File: src/fpmc_defs.vh
// fpmc_defs.vh: constants of the programmer-mode command interface
// assumes: included by every design file of the block, definitions only
`ifndef FPMC_DEFS_VH
`define FPMC_DEFS_VH

// command codes and page fill byte
`define FPMC_CMD_READ      8'h00
`define FPMC_CMD_PROG      8'h40
`define FPMC_CMD_ERASE     8'h20
`define FPMC_CMD_STAT      8'h71
`define FPMC_FILL_BYTE     8'hff

// page geometry
`define FPMC_PAGE_BYTES    128
`define FPMC_PAGE_LO0      8'h00
`define FPMC_PAGE_LO1      8'h80
`define FPMC_ADDR_W        18

// sequencer states
`define FPMC_ST_READ       3'h0
`define FPMC_ST_WAIT       3'h1
`define FPMC_ST_PGADR      3'h2
`define FPMC_ST_PGDAT      3'h3
`define FPMC_ST_PGRUN      3'h4
`define FPMC_ST_ER2        3'h5
`define FPMC_ST_ERRUN      3'h6
`define FPMC_ST_ST2        3'h7

// status byte bit positions
`define FPMC_SB_ABN        7
`define FPMC_SB_CMD        6
`define FPMC_SB_PRG        5
`define FPMC_SB_ERS        4
`define FPMC_SB_CNT        1
`define FPMC_SB_ADR        0

// operation times in microseconds and clock rate in MHz
`define FPMC_CLK_MHZ       10
`define FPMC_WRITE_US      1000
`define FPMC_ERASE_US      100000

`endif

File: src/fpmc_fifo.v
// fpmc_fifo.v: small synchronous fifo for program data bytes
// assumes: one clock, clock enable freezes state, async active-high reset
`timescale 1ns/10ps
`include "fpmc_defs.vh"

module fpmc_fifo #(
   parameter WIDTH = 8,
   parameter DEPTH = 8,
   parameter AW    = 3
)(
   // clock and reset
   input  wire             mclk,
   input  wire             sys_rst,
   input  wire             clk_en,
   // fill side
   input  wire             in_valid,
   output wire             in_ready,
   input  wire [WIDTH-1:0] in_data,
   // drain side
   output wire             out_valid,
   input  wire             out_ready,
   output wire [WIDTH-1:0] out_data
);

   reg [WIDTH-1:0] mem_r [0:DEPTH-1];
   reg [AW-1:0]    wr_ptr_r;
   reg [AW-1:0]    rd_ptr_r;
   reg [AW:0]      count_r;
   wire            push;
   wire            pop;

   assign in_ready  = (count_r != DEPTH[AW:0]);
   assign out_valid = (count_r != {(AW+1){1'b0}});
   assign out_data  = mem_r[rd_ptr_r];
   assign push      = clk_en & in_valid & in_ready;
   assign pop       = clk_en & out_valid & out_ready;

   always @(posedge mclk)
   begin
      if (push)
         mem_r[wr_ptr_r] <= in_data;
   end

   always @(posedge mclk or posedge sys_rst)
   begin
      if (sys_rst)
      begin
         wr_ptr_r <= {AW{1'b0}};
         rd_ptr_r <= {AW{1'b0}};
         count_r  <= {(AW+1){1'b0}};
      end
      else
      begin
         if (push)
            wr_ptr_r <= (wr_ptr_r == DEPTH[AW-1:0] - 1'b1) ? {AW{1'b0}} : wr_ptr_r + 1'b1;
         if (pop)
            rd_ptr_r <= (rd_ptr_r == DEPTH[AW-1:0] - 1'b1) ? {AW{1'b0}} : rd_ptr_r + 1'b1;
         if (push & ~pop)
            count_r <= count_r + 1'b1;
         else if (pop & ~push)
            count_r <= count_r - 1'b1;
      end
   end

endmodule

File: src/fpmc_cmd_if.v
// fpmc_cmd_if.v: programmer-mode command interface of the flash array
// assumes: pins from the socket are asynchronous to mclk; the array port
// answers reads combinationally and accepts one page byte per cycle
// Contract
// programmer straps clock pins for crystal with pll x4 and mode pins all ones.
// programmer holds write-permit pin high for program and erase command writes.
// select low: output strobe reads, write strobe writes, else data pins float.
// deselect leaves the device operating, never in standby.
// command 00 enters memory read mode; each read address returns its byte.
// memory read mode serves any number of reads without further commands.
// memory read mode accepts commands as the command wait state does.
// after power-on the device is in memory read mode.
// program, erase and status read return to the command wait state.
// command 40 then 128 data writes programs the whole page together.
// programmer pads unused page bytes with ff.
// page address low byte not 00 or 80 still writes but flags an error.
// page address is taken from the second cycle only.
// programmer issues no command while programming runs.
// programmer programs each page only once.
// command 20 twice erases the whole array, end shown by polling.
// command 71 twice enters status read, showing error detail.
// bit 7 shows operation end, bit 6 shows normal end.
// polling flags are held until the next command write, read on select+strobe.
// polling reads 00 running, 80 abnormal, c0 normal, low bits zero.
// status byte: abnormal, command, program, erase, count, address errors.
// status byte is kept until a command for another mode.
// byte is taken at write strobe rise under select, strobe synchronised.
// command writes are ignored while program or erase is busy.
`timescale 1ns/10ps
`include "fpmc_defs.vh"

module fpmc_cmd_if #(
   parameter WRITE_CYC  = (`FPMC_WRITE_US * `FPMC_CLK_MHZ),
   parameter ERASE_CYC  = (`FPMC_ERASE_US * `FPMC_CLK_MHZ),
   parameter FIFO_DEPTH = 8
)(
   // clock and reset
   mclk,
   sys_rst,
   clk_en,
   // socket pins
   chip_sel_n,
   out_strobe_n,
   write_strobe_n,
   flash_write_permit_pin,
   address_lines,
   data_pins_in,
   data_pins_out,
   data_pins_oe,
   // flash array side
   array_rd_addr,
   array_rd_data,
   array_wr_valid,
   array_wr_ready,
   array_wr_data,
   array_pg_addr,
   array_pg_start,
   array_er_start,
   array_done,
   array_fail,
   // status
   busy,
   mode_state
);
   // clock and reset
   input  wire                     mclk;
   input  wire                     sys_rst;
   input  wire                     clk_en;
   // socket pins
   input  wire                     chip_sel_n;
   input  wire                     out_strobe_n;
   input  wire                     write_strobe_n;
   input  wire                     flash_write_permit_pin;
   input  wire [`FPMC_ADDR_W-1:0]  address_lines;
   input  wire [7:0]               data_pins_in;
   output reg  [7:0]               data_pins_out;
   output reg                      data_pins_oe;
   // flash array side
   output reg  [`FPMC_ADDR_W-1:0]  array_rd_addr;
   input  wire [7:0]               array_rd_data;
   output reg                      array_wr_valid;
   input  wire                     array_wr_ready;
   output reg  [7:0]               array_wr_data;
   output reg  [`FPMC_ADDR_W-1:0]  array_pg_addr;
   output reg                      array_pg_start;
   output reg                      array_er_start;
   input  wire                     array_done;
   input  wire                     array_fail;
   // status
   output reg                      busy;
   output reg  [2:0]               mode_state;

   // pin synchronisers; R4: no standby state exists, deselect only floats pins
   reg [2:0]               strb_s1_r;
   reg [2:0]               strb_s2_r;
   reg                     fwe_s1_r;
   reg                     fwe_s2_r;
   reg [7:0]               dat_s1_r;
   reg [7:0]               dat_s2_r;
   reg [`FPMC_ADDR_W-1:0]  adr_s1_r;
   reg [`FPMC_ADDR_W-1:0]  adr_s2_r;
   reg                     we_d_r;
   reg [7:0]               wbyte_r;
   reg                     wpulse_r;

   always @(posedge mclk or posedge sys_rst)
   begin
      if (sys_rst)
      begin
         strb_s1_r <= 3'h7;
         strb_s2_r <= 3'h7;
         fwe_s1_r  <= 1'b0;
         fwe_s2_r  <= 1'b0;
         dat_s1_r  <= 8'h00;
         dat_s2_r  <= 8'h00;
         adr_s1_r  <= {`FPMC_ADDR_W{1'b0}};
         adr_s2_r  <= {`FPMC_ADDR_W{1'b0}};
         we_d_r    <= 1'b0;
         wbyte_r   <= 8'h00;
         wpulse_r  <= 1'b0;
      end
      else if (clk_en)
      begin
         strb_s1_r <= {chip_sel_n, out_strobe_n, write_strobe_n};
         strb_s2_r <= strb_s1_r;
         fwe_s1_r  <= flash_write_permit_pin;
         fwe_s2_r  <= fwe_s1_r;
         dat_s1_r  <= data_pins_in;
         dat_s2_r  <= dat_s1_r;
         adr_s1_r  <= address_lines;
         adr_s2_r  <= adr_s1_r;
         // write accepted while select low and output strobe high
         we_d_r    <= ~strb_s2_r[2] & strb_s2_r[1] & ~strb_s2_r[0];
         wpulse_r  <= 1'b0;
         if (we_d_r & strb_s2_r[0])
         begin
            wpulse_r <= 1'b1;
            wbyte_r  <= dat_s2_r;
         end
      end
   end

   // sequencer
   reg [2:0]               st_r;
   reg [2:0]               st_nxt;
   reg [7:0]               cnt_r;
   reg [31:0]              tmr_r;
   reg [7:0]               stat_r;
   reg [1:0]               poll_r;
   reg                     poll_en_r;
   reg                     stat_en_r;
   reg                     run_er_r;
   wire                    f_ready;
   wire                    f_valid;
   wire [7:0]              f_data;
   reg                     f_push;
   wire                    wr_load;

   // output stage reloads when empty or when the array takes its byte
   assign wr_load = ~array_wr_valid | array_wr_ready;

   fpmc_fifo #(
      .WIDTH     (8),
      .DEPTH     (FIFO_DEPTH),
      .AW        (3)
   ) u_fifo (
      .mclk      (mclk),
      .sys_rst   (sys_rst),
      .clk_en    (clk_en),
      .in_valid  (f_push),
      .in_ready  (f_ready),
      .in_data   (wbyte_r),
      .out_valid (f_valid),
      .out_ready (wr_load),
      .out_data  (f_data)
   );

   function is_cmd;
      input [7:0] b;
      begin
         is_cmd = (b == `FPMC_CMD_READ) | (b == `FPMC_CMD_PROG) |
                  (b == `FPMC_CMD_ERASE) | (b == `FPMC_CMD_STAT);
      end
   endfunction

   wire cmd_ok_st = (st_r == `FPMC_ST_READ) | (st_r == `FPMC_ST_WAIT);

   always @*
   begin
      st_nxt = st_r;
      f_push = 1'b0;
      if (wpulse_r)
      begin
         case (st_r)
            `FPMC_ST_READ, `FPMC_ST_WAIT:
            begin
               if (wbyte_r == `FPMC_CMD_READ)
                  st_nxt = `FPMC_ST_READ;
               // program and erase are refused without write permit
               else if ((wbyte_r == `FPMC_CMD_PROG) & fwe_s2_r)
                  st_nxt = `FPMC_ST_PGADR;
               else if ((wbyte_r == `FPMC_CMD_ERASE) & fwe_s2_r)
                  st_nxt = `FPMC_ST_ER2;
               else if (wbyte_r == `FPMC_CMD_STAT)
                  st_nxt = `FPMC_ST_ST2;
               else
                  st_nxt = `FPMC_ST_WAIT;
            end
            `FPMC_ST_PGADR:
            begin
               f_push = 1'b1;
               st_nxt = `FPMC_ST_PGDAT;
            end
            `FPMC_ST_PGDAT:
               f_push = 1'b1;
            `FPMC_ST_ER2, `FPMC_ST_ST2:
               st_nxt = `FPMC_ST_WAIT;
            default:
               st_nxt = st_r;
         endcase
      end
      if ((st_r == `FPMC_ST_PGDAT) & (cnt_r == `FPMC_PAGE_BYTES) & ~f_valid & ~array_wr_valid)
         st_nxt = `FPMC_ST_PGRUN;
      if ((st_r == `FPMC_ST_PGRUN) | (st_r == `FPMC_ST_ERRUN))
      begin
         if (array_done | (tmr_r == 32'h0000_0000))
            st_nxt = `FPMC_ST_WAIT;
      end
      if (wpulse_r & (st_r == `FPMC_ST_ER2) & (wbyte_r == `FPMC_CMD_ERASE))
         st_nxt = `FPMC_ST_ERRUN;
   end

   always @(posedge mclk or posedge sys_rst)
   begin
      if (sys_rst)
      begin
         st_r      <= `FPMC_ST_READ;
         cnt_r     <= 8'h00;
         tmr_r     <= 32'h0000_0000;
         stat_r    <= 8'h00;
         poll_r    <= 2'b00;
         poll_en_r <= 1'b0;
         stat_en_r <= 1'b0;
         run_er_r  <= 1'b0;
         array_pg_addr  <= {`FPMC_ADDR_W{1'b0}};
         array_pg_start <= 1'b0;
         array_er_start <= 1'b0;
      end
      else if (clk_en)
      begin
         st_r           <= st_nxt;
         array_pg_start <= 1'b0;
         array_er_start <= 1'b0;
         if (wpulse_r & cmd_ok_st)
         begin
            // new command ends polling display
            poll_en_r <= 1'b0;
            poll_r    <= 2'b00;
            if (wbyte_r != `FPMC_CMD_STAT)
            begin
               stat_en_r <= 1'b0;
               stat_r    <= 8'h00;
            end
            if (~is_cmd(wbyte_r))
            begin
               stat_r[`FPMC_SB_CMD] <= 1'b1;
               stat_r[`FPMC_SB_ABN] <= 1'b1;
            end
            if (((wbyte_r == `FPMC_CMD_PROG) | (wbyte_r == `FPMC_CMD_ERASE)) & ~fwe_s2_r)
            begin
               stat_r[`FPMC_SB_CMD] <= 1'b1;
               stat_r[`FPMC_SB_ABN] <= 1'b1;
            end
         end
         if (wpulse_r & (st_r == `FPMC_ST_PGADR))
         begin
            array_pg_addr <= adr_s2_r;
            cnt_r <= 8'h01;
            if ((adr_s2_r[7:0] != `FPMC_PAGE_LO0) & (adr_s2_r[7:0] != `FPMC_PAGE_LO1))
            begin
               stat_r[`FPMC_SB_ADR] <= 1'b1;
               stat_r[`FPMC_SB_ABN] <= 1'b1;
            end
         end
         else if (wpulse_r & (st_r == `FPMC_ST_PGDAT) & (cnt_r != `FPMC_PAGE_BYTES))
            cnt_r <= cnt_r + 8'h01;
         if (wpulse_r & (st_r == `FPMC_ST_ER2) & (wbyte_r != `FPMC_CMD_ERASE))
         begin
            stat_r[`FPMC_SB_CMD] <= 1'b1;
            stat_r[`FPMC_SB_ABN] <= 1'b1;
         end
         if (wpulse_r & (st_r == `FPMC_ST_ST2))
         begin
            if (wbyte_r == `FPMC_CMD_STAT)
               stat_en_r <= 1'b1;
            else
            begin
               stat_r[`FPMC_SB_CMD] <= 1'b1;
               stat_r[`FPMC_SB_ABN] <= 1'b1;
            end
         end
         if ((st_r != `FPMC_ST_PGRUN) & (st_nxt == `FPMC_ST_PGRUN))
         begin
            array_pg_start <= 1'b1;
            tmr_r    <= WRITE_CYC;
            run_er_r <= 1'b0;
            poll_en_r <= 1'b1;
         end
         if ((st_r != `FPMC_ST_ERRUN) & (st_nxt == `FPMC_ST_ERRUN))
         begin
            array_er_start <= 1'b1;
            tmr_r    <= ERASE_CYC;
            run_er_r <= 1'b1;
            poll_en_r <= 1'b1;
         end
         if (((st_r == `FPMC_ST_PGRUN) | (st_r == `FPMC_ST_ERRUN)) & (tmr_r != 32'h0000_0000))
            tmr_r <= tmr_r - 32'h0000_0001;
         if (((st_r == `FPMC_ST_PGRUN) | (st_r == `FPMC_ST_ERRUN)) & (st_nxt == `FPMC_ST_WAIT))
         begin

            if (array_done & ~array_fail)
               poll_r <= 2'b11;
            else
            begin
               poll_r <= 2'b10;
               stat_r[`FPMC_SB_ABN] <= 1'b1;
               if (run_er_r)
                  stat_r[`FPMC_SB_ERS] <= 1'b1;
               else
                  stat_r[`FPMC_SB_PRG] <= 1'b1;
               if (~array_done)
                  stat_r[`FPMC_SB_CNT] <= 1'b1;
            end
         end
      end
   end

   // registered outputs
   always @(posedge mclk or posedge sys_rst)
   begin
      if (sys_rst)
      begin
         data_pins_out  <= 8'h00;
         data_pins_oe   <= 1'b0;
         array_rd_addr  <= {`FPMC_ADDR_W{1'b0}};
         array_wr_valid <= 1'b0;
         array_wr_data  <= 8'h00;
         busy           <= 1'b0;
         mode_state     <= `FPMC_ST_READ;
      end
      else if (clk_en)
      begin
         array_rd_addr  <= adr_s2_r;
         if (wr_load)
         begin
            array_wr_valid <= f_valid;
            array_wr_data  <= f_data;
         end
         busy           <= (st_r == `FPMC_ST_PGRUN) | (st_r == `FPMC_ST_ERRUN);
         mode_state     <= st_r;
         // drive only with select and output strobe low, write strobe high
         data_pins_oe   <= ~strb_s2_r[2] & ~strb_s2_r[1] & strb_s2_r[0];
         if (stat_en_r)
            data_pins_out <= stat_r;
         else if (poll_en_r)
            data_pins_out <= {poll_r, 6'h00};
         else if (st_r == `FPMC_ST_READ)
            data_pins_out <= array_rd_data;
         else
            data_pins_out <= 8'h00;
      end
   end

endmodule

File: config.mk
export PLATFORM = sky130hd
export DESIGN_NAME = fpmc_cmd_if
export DESIGN_NICKNAME = d
export VERILOG_FILES = /design/src/fpmc_fifo.v /design/src/fpmc_cmd_if.v
export VERILOG_INCLUDE_DIRS = /design/src
export SDC_FILE = /design/constraint.sdc
export NUM_CORES = 1
export LEC_CHECK = 0
export ABC_AREA = 1
export BUFFER_PORTS_ARGS = -buffer_cell sky130_fd_sc_hd__buf_2
export CAP_MARGIN = 25
export CORE_MARGIN = 2
export CORE_UTILIZATION = 25
export CTS_CLUSTER_DIAMETER = 150
export CTS_CLUSTER_SIZE = 30
export DETAILED_ROUTE_END_ITERATION = 7
export HOLD_SLACK_MARGIN = 0.08
export SLEW_MARGIN = 15
export SYNTH_ARGS = -nofsm -noshare
export SYNTH_HDL_FRONTEND = slang
export SYNTH_HIERARCHICAL = 1
export SYNTH_SLANG_ARGS = --single-unit
File: constraint.sdc
create_clock -name mclk -period 17.27 [get_ports mclk]
set_input_delay 1.727 -clock mclk [delete_from_list [all_inputs] [get_ports mclk]]
set_output_delay 1.727 -clock mclk [all_outputs]
set_load 0.01 [all_outputs]
# ---- After elaboration in Yosys (flattened, before gate mapping)
# Memory sizes are Yosys's and may differ from the RTL's. A register that Yosys moved wholly into a read port is not among the register bits.
# Index checks and enable logic that the tools add are counted.
# W data, S select, Z words.
dict set report op_classes {
  n_addsub 6
  eq_ne 23
  mux 61
  bitwise 48
  n_reduce_logical 23
}
# operator count
set op_table {}
lappend op_table {{$mux W32} 3}
lappend op_table {{$mux W8} 7}
lappend op_table {{$mux W3} 11}
lappend op_table {{$logic_not A32 Y1} 1}
lappend op_table {{$reduce_bool A32 Y1} 1}
lappend op_table {{$sub A32 B1 Y32 const B} 1}
lappend op_table {{$and A1 B1 Y1} 31}
lappend op_table {{$mux W1} 28}
lappend op_table {{$eq A3 B3 Y1 const B} 8}
lappend op_table {{$mux W2} 9}
lappend op_table {{$eq A8 B7 Y1 const B} 2}
lappend op_table {{$ne A8 B8 Y1 const B} 2}
lappend op_table {{$reduce_and A2 Y1} 8}
lappend op_table {{$not A1 Y1} 9}
lappend op_table {{$pmux W3 S3} 1}
lappend op_table {{$add A8 B1 Y8 const B} 1}
lappend op_table {{$eq A8 B6 Y1 const B} 1}
lappend op_table {{$eq A8 B8 Y1 const B} 1}
lappend op_table {{$logic_not A8 Y1} 1}
lappend op_table {{$mux W4} 2}
lappend op_table {{$ne A8 B6 Y1 const B} 1}
lappend op_table {{$ne A8 B7 Y1 const B} 1}
lappend op_table {{$or A1 B1 Y1} 8}
lappend op_table {{$reduce_bool A2 Y1} 4}
lappend op_table {{12 further kinds} 19}
dict set report totals {
  ff_bits 186
  ramBits 64
  inputBits 44
  out_inout_bits 60
  word_cells 193
  memories 1
}
# name words word_bits read_ports rd_ports_with_merged_regs write_ports line
set memory_table {}
lappend memory_table {u_fifo.mem_r 8 8 1 1 1 fpmc_fifo.v:25} ;# reg [WIDTH-1:0] mem_r [0:DEPTH-1];

# ---- Logic depth before layout (Yosys ltp)
# Gate-level depths: netlist of the first run.
dict set report logic_depth {
  word_depth 16
  ltp_mapped 13
}

# ---- Cells and area by module
# Netlist of the first run, hierarchy kept.
# mod n_inst cells_per_inst area_each_um2 seq_area_each_um2
set modules_own_cells {}
lappend modules_own_cells {fpmc_cmd_if 1 1061 8526.9 4611.9}
lappend modules_own_cells {fpmc_fifo 1 365 3438.3 2172.1}

# ---- Worst setup path after synthesis of the first run
# No wires, ideal clock.
dict set report synth_path {
  kind {input -> register}
  startpoint {in array_wr_ready}
  endpoint {reg u_fifo.count_r[3]}
  setup_ps 117
  t_arrival_ps 3204
  required_ps 17153
  slack_ps 13948
  cell_stages 10
  n_path_buf 0
  cell_sequence {or2_2 > nand3_1 > ha_1 > inv_1 > ha_1 > or2_2 > nand2_1 > nand2_1 > nand3_1 > nand2_1}
}
dict set report synth_via {
  elab_chain_len 5
  elab_cells_between_ends 7
  classes_between {mux: 1; bitwise: 5; reduce/logical: 1}
}
# item line
set synth_lines {}
lappend synth_lines {{start: declaration} fpmc_cmd_if.v:82} ;# input wire array_wr_ready;
lappend synth_lines {{$or A1 B1 Y1 *} fpmc_cmd_if.v:160} ;# assign wr_load = ~array_wr_valid | array_wr_ready;
lappend synth_lines {{$and A1 B1 Y1 *} fpmc_fifo.v:36} ;# assign pop = clk_en & out_valid & out_ready;
lappend synth_lines {{$not A1 Y1} fpmc_fifo.v:58} ;# if (push & ~pop)
lappend synth_lines {{$and A1 B1 Y1} fpmc_fifo.v:58}
lappend synth_lines {{$mux W4 / $reduce_bool A2 Y1 (equally long branches)} -}
lappend synth_lines {{end signal: assignment} fpmc_fifo.v:50} ;# count_r <= {(AW+1){1'b0}};
lappend synth_lines {{end signal: assignment} fpmc_fifo.v:59} ;# count_r <= count_r + 1'b1;
lappend synth_lines {{end signal: assignment} fpmc_fifo.v:61} ;# count_r <= count_r - 1'b1;
lappend synth_lines {{end: declaration} fpmc_fifo.v:28} ;# reg [AW:0] count_r;
# Every way passes the cells marked *; elsewhere a longest branch is shown, timed or not.
# A chain may end at the register's enable or synchronous reset.

# ---- Worst setup path in the final report of the first run
dict set report layout_path {
  startpoint {in clk_en}
  endpoint {reg u_fifo.count_r[3]}
}
dict set report layout_via {
  elab_chain_len 5
  elab_cells_between_ends 10
  classes_between {mux: 1; bitwise: 8; reduce/logical: 1}
}
# item line
set layout_lines {}
lappend layout_lines {{start: declaration} fpmc_cmd_if.v:68} ;# input wire clk_en;
lappend layout_lines {{$and A1 B1 Y1, on equally long branches (2 in a row)} {fpmc_fifo.v:36, fpmc_fifo.v:35}}
lappend layout_lines {{$not A1 Y1, on equally long branches} {fpmc_fifo.v:58, fpmc_fifo.v:60}}
lappend layout_lines {{$and A1 B1 Y1, on equally long branches} {fpmc_fifo.v:58, fpmc_fifo.v:60}}
lappend layout_lines {{$mux W4 / $reduce_bool A2 Y1 (equally long branches)} -}
# Several ways; a longest one is shown, not always the timed one.

==> results.yml, run 1 <==
outcome:
  run_status: "finished clean"
cts:
  h-tree-depth: 1
  clk_pin_slew_worst_setup_hold_paths_ps: 120
  worstSkewPairLatency_ps: 500
  cts_tree: "built"
  clock_sink_count: 258
  post-cts-setup-buffer-count: 0
  cts_repair_resize_count: 0
  cts_buffers: 12
  clk_path_buf_depth: 3
  number_of_hold_repair_buffers_added_at_the_cts_stage: 0
  clock-root-buffer: "sky130_fd_sc_hd__clkbuf_16"
die:
  fp.dieArea_mm2: 0.0496
  core_mm2: 0.0474
  start_util_pct: 25.2
  top_level_ports: 104
  num_rows: 80
  chipWidth_um: 223
  floorplan.die.height_um: 223
worst_setup_path:
  critical_path_cell_by_cell: "buf_4, buf_4, nand3_1, ha_1, inv_1, ha_1, or2_2, nand2_1, nand2_1, nand3_1, nand2_1"
  path_buf_inv: 3
  delay_of_the_slowest_critical_path_stage_ps: 590
  endpoint_required_time_on_the_critical_path_ps: 17670
  end_kind: "flop"
  cp_data_arrival_time_ps: 4230
  worst_path_max_fanout: 61
  worst_path_max_delay_cell: "sky130_fd_sc_hd__buf_4"
  timing.critical_path.mode_cell: "sky130_fd_sc_hd__nand2_1"
  cp_top_family: "buffers and inverters"
  cp-start-kind: "input port"
  critical_path_class: "input port to flop"
place:
  dp.final_hpwl_um: 19400
  port-buffer-count: 103
  dp_slack_ps: 12820
  place.gp.congestion: 0.865
timing:
  finClkSkew_ps: 21.0
  final_min_period_over_clock_period_pct: 22.2
  hold_viol_final: 0
  setup-tns-final_ps: 0
  fmax_mhz: 261
  setup_viol: 0
  drv_slew: 0
  final_period_minus_worst_setup_slack_ps: 3830
  worst_pin_slew_ps: 993
  setup_repair_after_global_routing_missed_its_margin: "false"
  layout_setup_ws_ps: 13440
  relSlewSlack_pct: 33.8
yosys:
  synth_enable_flop_cells: 64
  synth_largest_area_cell: "sky130_fd_sc_hd__dfrtp_1"
  synthesis.area_per_instance_um2: 8.39
  count_of_state_elements_after_synthesis: 258
  ffs_w_async_s_r_synth_pct: 75.2
  synthesis.yosys.warnings: 6
  top_reg_cell_synth: "sky130_fd_sc_hd__dfrtp_1"
  seq_area_frac_synth_pct: 56.7
  synthXorXnorAreaFrac_pct: 1.83
  synthesis.nets: 1482
  synth_compound_gate_area_share_pct: 6.20
  ys_types: 43
  synth_top_family_by_area: "simple AND/OR/NAND/NOR gates"
  post-synth-top-area-fraction_pct: 39.3
  synth-simple-area-share_pct: 26.9
  mappedNetlistArea_mm2: 0.0120
  synthTopCellsByArea: "sky130_fd_sc_hd__dfrtp_1, sky130_fd_sc_hd__nand2_1, sky130_fd_sc_hd__edfxtp_1"
  yosys-mux-area-fraction_pct: 0.753
  synthCells: 1426
  synth_fa_ha_area_share_pct: 1.32
routing:
  detail-route-antenna-nets: 0
  routed_wire_length_per_instance_um: 13.3
  dr.pass1.iters: 5
  drtIter0Drc: 636
  num_vias: 9173
  vias_per_cell: 4.32
  detail_route.wirelength_um: 28100
  detail_route.drc_violations: 0
finish:
  final_layout_size_suffix_gt1_share_pct: 11.6
  final_common_cell: "sky130_fd_sc_hd__nand2_1"
  antennaDiodeCount: 0
  final_cell_mix: "sky130_fd_sc_hd__nand2_1, sky130_fd_sc_hd__dfrtp_1, sky130_fd_sc_hd__nor2_1"
  fill_cells: 5056
  layout-area-overhead-vs-synth_pct: 12.7
  fin_nets: 1558
run:
  cap_viol_max_count: 0
power:
  pwr_density_cell_mw_per_mm2: 131
  ir_worst_vdd_v: 0.0000571
  leakage_uw: 0.00656
global_routing:
  antenna_found_initial: 1
  grt.overflow.total: 0
  grt_start_max_net_pins: 119
  grt_pass1_vias: 8944
  wire_length_of_the_first_global_routing_pass_um: 46700
  globalRouteTotalUtil_pct: 11.4
worst_hold_path:
  type_of_the_tightest_min_delay_check: "flop to flop"
## state kept, by name, summed over array words and instances, names as in the netlist, 18 cells and up
name / flops
adr_s1_r: 18
adr_s2_r: 18
array_rd_addr: 18
u_fifo/mem_r: 64
tmr_r: 32
array_pg_addr: 18
## worst paths after layout
kind                               from            endpoint  slack, ps  depth (start not counted)
setup / recovery                 clk_en   u_fifo/count_r[3]      13440                         11
hold / removal             strb_s1_r[2]        strb_s1_r[2]        470                          2
setup reg to reg                st_r[2]   u_fifo/count_r[3]      14650                         11
hold reg to reg            strb_s1_r[2]        strb_s1_r[2]        470                          2
max in group asynchronous       sys_rst   array_pg_addr[11]      14420                          3
min in group asynchronous       sys_rst  u_fifo/rd_ptr_r[1]       1280                          2
## power breakdown
| part | internal [µW] | total (µW) | switching, µW |
|---|---|---|---|
| Combinational | 204 | 560 | 356 |
| Sequential | 738 | 861 | 123 |
| Clock | 156 | 350 | 194 |
| Total | 1100 | 1770 | 673 |
## cells in the mapped netlist, drive strengths merged, types with 12 or more instances
cell type  instances
nor2             185
dfrtp            188
a21oi             13
nand2            535
clkbuf            25
inv              125
xnor2             12
nand3             46
nor3              20
xor2              13
edfxtp            64
buf               28
o21ai            116
## cell type report
type                       instances  area [µm²]  share of cell area (%)
clock inverter                     2        38.8                   0.288
clock buffer                      17         340                    2.52
sequential                       258        6780                    50.3
tap                              615         769                    5.71
inverter                         125         478                    3.55
multi-input combinational        990        4440                    33.0
timing repair buffer             115         626                    4.64
## layer usage
metal	part of all wire [%]	vias to the layer above	routed length (µm)	global-route usage, %
met2	46	203	12900	18.9
li1	-	4616	-	-
met4	1.6	2	448	2.84
met1	48	4318	13400	15.6
met5	0.046	-	13	0
met3	4.8	34	1360	1.92
## tightest hold or removal path: cells and delay by family, from the launching register on
family	cells	cell delay (ps)
DFF	1	390
and+or+nand+nor	2	90
## stage by stage
stage	utilization, %	cell area (µm²)	hold slack, ps	instances	total power (µW)
6_report	28.4	13500	472	2122	1770
5_1_grt	28.4	13500	486	2122	1920
4_1_cts	28.3	13400	475	2120	1800
3_5_place_dp	27.5	13100	456	2101	1440
3_3_place_gp	27.5	13100	453	2100	1420
2_1_floorplan	-	12000	442	1426	1260
## kinds of logic (layout without fill, tap and decap cells)
kind of cell,Yosys count,after routing
AOI/OAI and AO/OA,139,139
xor gates and xnor gates,25,25
buffers and inverters,178,259
adders and majority gates,12,12
and+or+nand+nor,806,806
muxes,8,8
DFF,258,258
Note: power is estimated with default switching activity, not from simulation.
==> inputs of run 2 (changes only) <==
Settings changed: ABC_AREA 1 to 0.
Clock period 17.27 ns to 3.9 ns, I/O delays scaled along.
==> run 2 against run 1 <==
  * Core utilization rose by 0.57 points
  * Combinational power rose to 3.3 times the previous value
  * Synthesized area decreased by 6.7%
  * Highest routed layer unchanged
  * Routed wire length down 14%
  * Clock-buffer cell count rose by 2
  * Hold slack got worse by 350 ps
  * Sequential cell count is the same
  * Critical path depth decreased by 2
  * Design area shrank 5.1%
  * Power rose to 4.1 times the previous value
  * Cell count down 28%
==> results.yml, run 2 <==
cts:
  clk_pin_slew_worst_setup_hold_paths_ps: 110
  number_of_hold_repair_buffers_added_at_the_cts_stage: 1
  clock-root-buffer: "sky130_fd_sc_hd__clkbuf_16"
  h-tree-depth: 1
  worstSkewPairLatency_ps: 490
  clk_path_buf_depth: 3
  cts_buffers: 12
  cts_repair_resize_count: 0
  cts_tree: "built"
  post-cts-setup-buffer-count: 0
  clock_sink_count: 258
finish:
  largest_register: "u_fifo/mem_r"
  largest_reg_flops: 64
  top_regs: "u_fifo/mem_r x64, tmr_r x32"
  fill_cells: 4572
  multiInputGateArea_mm2: 0.00414
  summed_area_of_non_filler_cells_in_the_final_layout_mm2: 0.0128
  final_common_cell: "sky130_fd_sc_hd__dfrtp_1"
  seq_area_mm2: 0.00678
  final_layout_size_suffix_gt1_share_pct: 32.3
  cell_count_final_fillers_out: 1532
  layout-area-overhead-vs-synth_pct: 14.5
  finish.utilization_pct: 29.0
  final_cell_mix: "sky130_fd_sc_hd__dfrtp_1, sky130_fd_sc_hd__mux2_2, sky130_fd_sc_hd__buf_2"
  fin_nets: 989
routing:
  num_vias: 6969
  routed_wire_length_per_instance_um: 15.9
  vias_per_cell: 4.55
  dr.pass1.iters: 5
  detail-route-antenna-nets: 0
  detail_route.wirelength_um: 24300
  detail_route.drc_violations: 0
  drtIter0Drc: 363
timing:
  final_min_period_over_clock_period_pct: 89.2
  fmax_mhz: 288
  finClkSkew_ps: 16.1
  drv_slew: 0
  worst_pin_slew_ps: 973
  relSlewSlack_pct: 35.0
  setup_repair_after_global_routing_missed_its_margin: "false"
  final_period_minus_worst_setup_slack_ps: 3480
  setup_viol: 0
  setup-tns-final_ps: 0
  hold_viol_final: 0
yosys:
  ffs_w_async_s_r_synth_pct: 75.2
  synth_common_cells: "sky130_fd_sc_hd__dfrtp_1, sky130_fd_sc_hd__mux2_2, sky130_fd_sc_hd__edfxtp_1"
  synthesis.yosys.warnings: 6
  synthesis.area_per_instance_um2: 13.4
  post-synth-top-area-fraction_pct: 42.1
  synth_largest_area_cell: "sky130_fd_sc_hd__dfrtp_1"
  synthesis.nets: 890
  mappedNetlistArea_mm2: 0.0112
  ys_types: 69
  synthCells: 834
  top_reg_cell_synth: "sky130_fd_sc_hd__dfrtp_1"
  synthTopCellsByArea: "sky130_fd_sc_hd__dfrtp_1, sky130_fd_sc_hd__edfxtp_1, sky130_fd_sc_hd__mux2_2"
  seq_area_frac_synth_pct: 60.7
  count_of_state_elements_after_synthesis: 258
  synth_enable_flop_cells: 64
  synth_most_common_cell: "sky130_fd_sc_hd__dfrtp_1"
worst_hold_path:
  type_of_the_tightest_min_delay_check: "input port to flop"
  hold-path-endpoint: "dat_s1_r[3]"
  min_path_cells: 2
  min_from: "data_pins_in[3]"
power:
  finalPower_uw: 7190
  pwr_density_cell_mw_per_mm2: 563
  leakage_uw: 0.00518
  ir_worst_vdd_v: 0.000291
run:
  cap_viol_max_count: 0
worst_setup_path:
  r2r_end: "tmr_r[11]"
  endpoint_required_time_on_the_critical_path_ps: 4310
  reg2reg_from: "u_fifo/count_r[0]"
  cp-start-kind: "flop"
  cp_data_arrival_time_ps: 3880
  worst_path_max_fanout: 22
  r2r_setup_slack_ps: 420
  critical_path_class: "flop to flop"
  end_kind: "flop"
  reg2reg_depth: 9
global_routing:
  antenna_found_initial: 6
  grt_start_max_net_pins: 71
  globalRouteTotalUtil_pct: 10.5
  grt.overflow.total: 0
  grt_pass1_vias: 7164
  wire_length_of_the_first_global_routing_pass_um: 39700
die:
  fp.dieArea_mm2: 0.0464
  num_rows: 77
  top_level_ports: 104
  core_mm2: 0.0441
  floorplan.die.height_um: 215
  chipWidth_um: 215
  start_util_pct: 25.3
outcome:
  run_status: "finished clean"
place:
  numPlacedInstances: 1510
  port-buffer-count: 103
  dp.final_hpwl_um: 16900
  postPlaceCellArea_mm2: 0.0124
  place.gp.congestion: 0.809
-- run 2: cell count changes in the layout (fill, tap and decap cells not counted), moves of 29 or more --
| cell | change |
|---|---|
| sky130_fd_sc_hd__inv_1 | -99 |
| sky130_fd_sc_hd__nand2_1 | -484 |
| sky130_fd_sc_hd__nand3_1 | -31 |
| sky130_fd_sc_hd__nor2_1 | -137 |
| sky130_fd_sc_hd__o21ai_0 | -76 |
| sky130_fd_sc_hd__or3_1 | +29 |
| sky130_fd_sc_hd__mux2_2 | +122 |
-- run 2: kinds of logic after synthesis --
kind of cell	count (synthesis)	synth area share, %
flip-flops	258	60.7
AND/OR/NAND/NOR	226	10.8
adder cells (fa/ha/maj)	12	1.41
buffers and inverters	57	2.20
XOR/XNOR	10	0.784
AO/OA/AOI/OAI	118	6.95
multiplexers	153	17.1
-- run 2: layout make-up --
type / instances / area share, %
sequential: 258 / 53.1
multi-input combinational: 519 / 32.4
tap: 592 / 5.79
timing repair buffer: 121 / 5.23
clock buffer: 19 / 2.72
inverter: 21 / 0.646
clock inverter: 1 / 0.127
antenna: 1 / 0.0196
-- run 2: critical path: stages (launching register included) --
cell and delay (ps):
sky130_fd_sc_hd__dfrtp_1 470, sky130_fd_sc_hd__or4_4 580, sky130_fd_sc_hd__or3_1 400, sky130_fd_sc_hd__nor4_2 260, sky130_fd_sc_hd__a211oi_1 150, sky130_fd_sc_hd__a2111oi_4 440
sky130_fd_sc_hd__a22oi_4 250, sky130_fd_sc_hd__buf_12 230, sky130_fd_sc_hd__nor4_1 360, sky130_fd_sc_hd__mux2i_1 240
-- run 2: per-layer routing --
layer,vias to the layer above,wire length [µm],GRT usage [%],part of all wire (%)
li1,3268,-,-,-
met1,3506,11100,14.0,46
met2,157,11100,16.9,46
met3,30,1690,2.97,7.0
met4,8,384,2.23,1.6
met5,-,40,0,0.16
-- run 2: power breakdown --
group	switching [µW]	total [µW]	internal, µW
Sequential	552	3860	3300
Clock	846	1480	635
Combinational	919	1860	938
-- run 2: stage by stage --
stage | hold WS, ps | setup WS, ps
floorplan | 230 | 925
global placement | 405 | 655
detailed placement | 412 | 438
CTS | 97.6 | 406
global route | 105 | 155
finish | 122 | 422
-- run 2: how the worst max path moves through the flow --
stage                       from        end
3_5_place_dp   u_fifo/count_r[0]  tmr_r[11]
2_1_floorplan  u_fifo/count_r[0]  tmr_r[11]
4_1_cts        u_fifo/count_r[0]  tmr_r[11]
6_report       u_fifo/count_r[0]  tmr_r[11]
3_3_place_gp   u_fifo/count_r[0]  tmr_r[11]
5_1_grt        u_fifo/count_r[0]  tmr_r[11]
